## src/ssi_position_defs.svh

```systemverilog
// Constants for the serial position output: word layout and timing.
`ifndef SSI_POSITION_DEFS_SVH
`define SSI_POSITION_DEFS_SVH

`define POS_FIELD_W     21
`define POS_FIELD_MSB   20
`define OOR_BIT         21
`define WORD_LEN_SHORT  24
`define WORD_LEN_LONG   25
`define CNT_W           5
`define SYS_CLK_NS      4
`define RECOVERY_NS     31000
`define REC_CNT_W       13
`define DATA_IDLE       1'b1
`define DATA_RECOVER    1'b0

`endif

```

## src/ssi_position_pkg.sv

```systemverilog
// Types shared by the serial position output modules.
package ssi_position_pkg;
    typedef enum logic [1:0] {
        ST_IDLE    = 2'b00,
        ST_SHIFT   = 2'b01,
        ST_RECOVER = 2'b10
    } ssi_state_t;
endpackage

```

## src/link_edge_if.sv

```systemverilog
// Edge events of the synchronised link clock, passed between modules.
interface link_edge_if;
    logic rise;
    logic fall;
    modport src (output rise, output fall);
    modport dst (input rise, input fall);
endinterface

```

## src/ssi_position_output.sv

```systemverilog
// Serial position output: word assembly, shifting and recovery time.
`include "ssi_position_defs.svh"

module ssi_position_output
    import ssi_position_pkg::*;
#(
    parameter int unsigned WORD_LEN  = `WORD_LEN_SHORT,
    parameter bit          GRAY_CODE = 1'b1,
    parameter int unsigned REC_CYC   = `RECOVERY_NS / `SYS_CLK_NS
) (
    // Clock and reset.
    input  wire logic                        sys_clk_i,
    input  wire logic                        resetn_i,
    // Link from the clock master.
    input  wire logic                        link_clk_i,
    output logic                             data_o,
    // Measurement results.
    input  wire logic [`POS_FIELD_MSB:0]     pos_value_i,
    input  wire logic [`POS_FIELD_MSB:0]     pos_limit_i,
    input  wire logic                        magnet_present_i,
    input  wire logic                        out_of_range_i,
    // Status.
    output logic                             busy_o
);
    localparam logic [`CNT_W-1:0] LAST_BIT = `CNT_W'(WORD_LEN);
    localparam logic [`REC_CNT_W-1:0] REC_LAST =
        `REC_CNT_W'(REC_CYC - 1);

    link_edge_if edges ();

    link_edge_detect u_edge (
        .sys_clk_i  (sys_clk_i),
        .resetn_i   (resetn_i),
        .link_clk_i (link_clk_i),
        .edges      (edges)
    );

    ssi_state_t                 state_r;
    ssi_state_t                 state_nxt;
    logic [WORD_LEN-1:0]        word_r;
    logic [`CNT_W-1:0]          bit_cnt_r;
    logic [`REC_CNT_W-1:0]      rec_cnt_r;
    logic                       data_r;

    // Word assembly from the current measurement.
    wire logic                       oor_flag;
    wire logic                       clamp_hit;
    wire logic [`POS_FIELD_MSB:0]    pos_sel;
    wire logic [`POS_FIELD_MSB:0]    pos_code;
    wire logic [WORD_LEN-1:0]        word_nxt;
    wire logic                       start;
    wire logic                       last_fall;
    wire logic                       rec_done;

    assign oor_flag  = out_of_range_i | ~magnet_present_i;
    assign clamp_hit = out_of_range_i & (pos_value_i > pos_limit_i);
    assign pos_sel   = !magnet_present_i ? '0 :
                       clamp_hit ? pos_limit_i : pos_value_i;
    assign pos_code  = GRAY_CODE ? (pos_sel ^ (pos_sel >> 1))
                                 : pos_sel;
    assign word_nxt  = WORD_LEN'({oor_flag, pos_code});

    assign start     = (state_r == ST_IDLE) & edges.fall;
    assign last_fall = (state_r == ST_SHIFT) & edges.fall
                       & (bit_cnt_r == LAST_BIT);
    assign rec_done  = (state_r == ST_RECOVER)
                       & (rec_cnt_r == REC_LAST);

    always_comb
    begin
        case (state_r)
            ST_IDLE:    state_nxt = start ? ST_SHIFT : ST_IDLE;
            ST_SHIFT:   state_nxt = last_fall ? ST_RECOVER : ST_SHIFT;
            ST_RECOVER: state_nxt = rec_done ? ST_IDLE : ST_RECOVER;
            default:    state_nxt = ST_IDLE;
        endcase
    end

    always_ff @(posedge sys_clk_i)
    begin
        if (!resetn_i)
            state_r <= ST_IDLE;
        else
            state_r <= state_nxt;
    end

    // Shifting: the word is frozen at the first falling edge.
    always_ff @(posedge sys_clk_i)
    begin
        if (!resetn_i)
        begin
            word_r    <= '0;
            bit_cnt_r <= '0;
        end
        else if (start)
        begin
            word_r    <= word_nxt;
            bit_cnt_r <= '0;
        end
        else if ((state_r == ST_SHIFT) && edges.rise
                 && (bit_cnt_r != LAST_BIT))
        begin
            word_r    <= word_r << 1;
            bit_cnt_r <= bit_cnt_r + 1'b1;
        end
    end

    // Recovery timer runs on the system clock only.
    always_ff @(posedge sys_clk_i)
    begin
        if (!resetn_i)
            rec_cnt_r <= '0;
        else if (state_r == ST_RECOVER)
            rec_cnt_r <= rec_cnt_r + 1'b1;
        else
            rec_cnt_r <= '0;
    end

    // Data idles high, follows the word, and is held low in recovery.
    always_ff @(posedge sys_clk_i)
    begin
        if (!resetn_i)
            data_r <= `DATA_IDLE;
        else if (last_fall)
            data_r <= `DATA_RECOVER;
        else if (rec_done)
            data_r <= `DATA_IDLE;
        else if ((state_r == ST_SHIFT) && edges.rise
                 && (bit_cnt_r != LAST_BIT))
            data_r <= word_r[WORD_LEN-1];
    end

    assign data_o = data_r;
    assign busy_o = (state_r != ST_IDLE);

    // Folds the coded field back to binary so the coding is checked apart.
    wire logic [`POS_FIELD_MSB:0]    pos_check;

    for (genvar gi = 0; gi < `POS_FIELD_W; gi++)
    begin : g_gray_decode
        assign pos_check[gi] = ^(pos_code >> gi);
    end
endmodule

```

## src/link_edge_detect.sv

```systemverilog
// Synchronises the master's link clock and reports its edges.
module link_edge_detect (
    // Clock and reset.
    input  wire logic   sys_clk_i,
    input  wire logic   resetn_i,
    // Link clock from the master.
    input  wire logic   link_clk_i,
    // Edge events.
    link_edge_if.src    edges
);
    logic sync1_r;
    logic sync2_r;
    logic prev_r;

    always_ff @(posedge sys_clk_i)
    begin
        if (!resetn_i)
        begin
            sync1_r <= 1'b1;
            sync2_r <= 1'b1;
            prev_r  <= 1'b1;
        end
        else
        begin
            sync1_r <= link_clk_i;
            sync2_r <= sync1_r;
            prev_r  <= sync2_r;
        end
    end

    assign edges.rise = sync2_r & ~prev_r;
    assign edges.fall = ~sync2_r & prev_r;
endmodule

```

## config.mk

```make
export PLATFORM = sky130hd
export DESIGN_NAME = ssi_position_output
export DESIGN_NICKNAME = d
export VERILOG_FILES = /design/src/ssi_position_pkg.sv /design/src/link_edge_if.sv /design/src/ssi_position_output.sv /design/src/link_edge_detect.sv
export VERILOG_INCLUDE_DIRS = /design/src
export SDC_FILE = /design/constraint.sdc
export NUM_CORES = 1
export LEC_CHECK = 0
export ABC_AREA = 1
export BUFFER_PORTS_ARGS = -buffer_cell sky130_fd_sc_hd__buf_2
export CAP_MARGIN = 20
export CORE_MARGIN = 8
export CORE_UTILIZATION = 53
export CTS_CLUSTER_DIAMETER = 150
export DETAILED_ROUTE_END_ITERATION = 16
export PLACE_DENSITY = 0.82
export SYNTH_ARGS = -nofsm -noshare
export SYNTH_HDL_FRONTEND = slang
export SYNTH_SLANG_ARGS = --single-unit
```

## constraint.sdc

```tcl
create_clock -name sys_clk_i -period 1.99 [get_ports sys_clk_i]
set_clock_uncertainty 0.1 [all_clocks]
set_input_delay 0.199 -clock sys_clk_i [delete_from_list [all_inputs] [get_ports sys_clk_i]]
set_output_delay 0.199 -clock sys_clk_i [all_outputs]
set_load 0.1 [all_outputs]
```

==> run summary <==
Summing the areas of all compound-gate instances in the mapped netlist gives 10.0% of the synthesized area. For the clock net sink count, the log shows 48. Counting every net in the synthesized netlist gives 679. After synthesis, the share of cell area in mux cells is 0%.

The area growth from synthesis to layout is 46.5%. The worst setup path is launched from an input port. Counting along the longest clock path gives a buffer depth of 2.

The endpoint type of the worst setup path is a flop. Dividing the detail-routed via count by the number of cells gives 6.07. The total non-filler cell area in the finished layout came out at 0.00536 sq mm. The final route contains 4805 vias. Weighted congestion reported at the end of routability-driven placement: 0.823. Dividing the detail-routed wire length by the instance count gives 18.4 microns. Combinational logic is responsible for 39.0% of the overall power.

The via count of the first global-routing pass was 3759; the effective utilization at floorplan was 54.2%. The synthesized netlist devotes 43.2% of its cell area to simple gates. The final critical path time including I/O delays and setup was 2.38 ns.

After Yosys synthesis, full adders, half adders and majority gates account for 8.54% of the synthesized area. In this run the power spent charging and discharging nets is 0.890 mW. STA puts the critical path data required time at 2.13 ns.

The repair_antennas step left the layout with diodes totalling 0. After routing, the total negative slack on setup checks comes to -4.71 ns. Slowest stage cell on the critical path: ha_4. Along the worst path, the maximum fanout reaches 7. Of the total synthesized cell area, the portion taken by XOR and XNOR cells is 0%. The combinational family with the most area after synthesis was simple AND/OR/NAND/NOR gates.

The unique cell type count in the Yosys netlist was 32. The floorplan step set the die height to 99.1 microns. The run gives 0.00434 sq mm as the area of placed instances. Wire segments on met2 add up to 7.20 mm in the final route. Routed signal wires occupy layers up through met4. After detailed routing, the wire length on met1 is 5.01 mm.

Most instantiated library cell after synthesis: nand2_1. For the detailed-route wire length, the log shows 14.5 mm. Cell count of the worst reg-to-reg path: 11. Ratio of cells with drive above 1 in the final layout: 38.3%.

The half-perimeter wire length after placement was 6.97 mm; the achievable frequency was 421 MHz. The tools report the die area as 0.00982 sq mm. The worst setup slack before clock tree synthesis is -0.357 ns, and the final hold violation count is 0.

In this run the tightest slew margin relative to its limit is 38.9%. The commonest cells after synthesis are nand2_1, inv_1, nor2_1. For this design the ratio of total power to cell area is 472 mW/mm^2.

Registers are responsible for 39.1% of the overall power. Input and output buffers added on the ports amount to 48. In this run, CTS created clock tree buffers numbering 5.

Main flop type after synthesis: dfxtp_1. On the worst path, the slowest cell contributes a delay of 0.29 ns. Setup repair after global routing could not meet its margin everywhere.

At the pin with the least slew margin, the transition time is 0.917 ns. The flow ran to the end, but the final reports show violations. The clock latency on the worst-skew pair is 0.30 ns, and the maximum number of pins on one net before global-route repair is 44. For the initial antenna violation count, the log shows 0. Clock tree root driver cell: clkbuf_8. The library cell occupying the most area in the post-synthesis netlist was dfxtp_1. The logs give 0 for the count of synthesis-stage warnings from yosys and 49 for the count of boundary I/O pins.

For this run, the detailed router's first-pass iteration total came to 6. The dominant cell type by count on the critical path was nand2_1. The first routing iteration left 580 violations.

The wire length of the first global-routing pass came out at 15.3 mm. The post-route DRC violation count was 0. Leaving out filler cells and counting taps, the final layout contains 792.

By area the synthesized netlist is led by dfxtp_1, nand2_1, ha_1. The mapped netlist covers 0.00366 sq mm. The share of the synthesized area in the top cell type was 26.2%; the area of the core was 0.00676 sq mm.

In this run, synthesis inferred 0 flip-flops with an integrated enable. Fraction of synthesis flops using an asynchronous set or reset pin: 0%. The category of the critical setup timing path was in -> reg. The post-synthesis register bit count is 48, and the number of levels the H-tree was split into is 2. After clock tree synthesis, the clock-pin slew on the worst setup and hold paths is 0.09 ns. Count of mapped cells out of synthesis: 607. The run gives 0 as the number of slew-limit violations in the final report. The horizontal die dimension is 99.1 microns, and the least setup slack across all paths after layout is -0.386 ns. After global routing the overflow that remains totals 0. The tightest min-delay check is of the in -> reg type. The run gives 784 as the number of nets at the end of the flow.

The worst hold path passes through 2 cells. Max-cap violations in this run came to 0. The post-route fraction of the period consumed by the critical path works out to 119%. The internal power is 1.64 mW. Mean instance size in the synthesized netlist: 6.03 sq um.

The floorplan has 30 rows. The checks that failed: negative setup slack. The run gives 2.52 ns as the arrival time of data at the critical path endpoint.

The run gives 299 uV as the peak supply drop. The tools report the leakage dissipation as 2.43 nW. TritonCTS built the clock tree. Detailed routing placed a total of 1.31 mm of wire on met3. The remaining number of nets flagged by the antenna check after routing is 0.

The share of total power dissipated in the clock network is 21.8%. Once placement completed, the tool counted placed cells totaling 765. Of the synthesized area, sequential elements account for 26.2%. The signal on the critical path passes through buf_6, inv_2, ha_4, nand2_4, nor2_4, nand3_2, nor2_4, nand2_2, nand2_4, clkinv_8, buf_12, nand3_2, nand2_1, nor2_2, nand2_1, nand3_1, nand2_1, a21oi_1.

For this run, the total global-route usage over all layers was measured as 18.2%. Setup violations remaining at the end of the flow were counted as 21. Of the total power, the share spent switching nets is 35.1%.
==> flip-flops by register name (all words and copies together) (netlist names) <==
| register | count |
|---|---|
| data_o | 1 |
| bit_cnt_r | 5 |
| rec_cnt_r | 13 |
| u_edge.sync2_r | 1 |
| u_edge.sync1_r | 1 |
| u_edge.prev_r | 1 |
| word_r | 24 |
| state_r | 2 |
==> critical path: cells and delay by family <==
family          cells  cell delay, ns
simple gates       12            1.51
fa+ha+maj           1            0.29
compound gates      1            0.12
buf+inv             4            0.39
==> final timing paths <==
kind	start	endpoint	slack, ns
min	resetn_i	u_edge.prev_r$_SDFF_PN1_	0.02
max reg2reg	bit_cnt_r[1]$_SDFFE_PP0P_	word_r[4]$_SDFFE_PN0P_	0
min reg2reg	u_edge.sync1_r$_SDFF_PN1_	u_edge.sync2_r$_SDFF_PN1_	0.33
max	pos_limit_i[10]	word_r[10]$_SDFFE_PN0P_	-0.39
==> stage by stage <==
step / util [%] / power [mW] / hold slack [ns]
global placement: 64.3 / 1.61 / 0.288
global route: 79.4 / 2.64 / 0.0184
finish: 79.4 / 2.53 / 0.0195
detailed placement: 64.3 / 1.63 / 0.291
floorplan: - / 1.41 / 0.168
CTS: 65.8 / 2.16 / 0.0195
==> logic make-up (layout without fill, tap and decap cells) <==
family          count (synthesis)  in the layout
compound gates                 71             71
fa+ha+maj                      25             25
buf+inv                       106            209
flops                          48             48
simple gates                  357            359
==> cell usage in the layout (no fill, tap or decap), drive strengths merged <==
cell / n
o21a: 1
nand2: 199
o211ai: 1
nor4: 2
nor3: 10
a21oi: 55
o21ai: 10
dfxtp: 48
and3: 1
a21o: 1
nor2: 68
nand3: 70
ha: 25
or2: 3
nand4: 3
clkbuf: 11
buf: 113
inv: 81
clkinv: 3
a31oi: 2
dlygate4sd3: 1
o22ai: 1
nor3b: 3
==> repair_timing <==
action                                  CTS  global route
endpoints found under the hold margin     1             0
gates cloned                              0             8
setup buffers                             0            11
hold buffers                              1             0
pin swaps                                 0            48
endpoints found under the setup margin    6            25
gates resized for setup                   4           159
==> metal layers <==
layer,track usage [%],vias up
li1,-,2137
met1,19.9,2186
met2,35.2,354
met3,2.58,128
met4,4.77,0
met5,0,-
==> power by group through the flow <==
| stage | registers (mW) | clock network (mW) | logic (mW) |
|---|---|---|---|
| after floorplan | 1.01 | 0 | 0.397 |
| after global placement | 1.01 | 0 | 0.597 |
| after detailed placement | 1.01 | 0 | 0.620 |
| after CTS | 0.990 | 0.546 | 0.626 |
| after global routing | 0.994 | 0.596 | 1.05 |
| final | 0.992 | 0.553 | 0.989 |
==> layout make-up <==
cell class / instances / area [sq um]
clock buffer: 6 / 72.6
clock inverter: 1 / 5.00
fill: 386 / 1390
inverter: 83 / 327
multi-input combinational: 455 / 2870
sequential: 48 / 963
tap: 80 / 100
timing repair buffer: 119 / 1020
No activity file was read; power rests on OpenSTA's default activity.
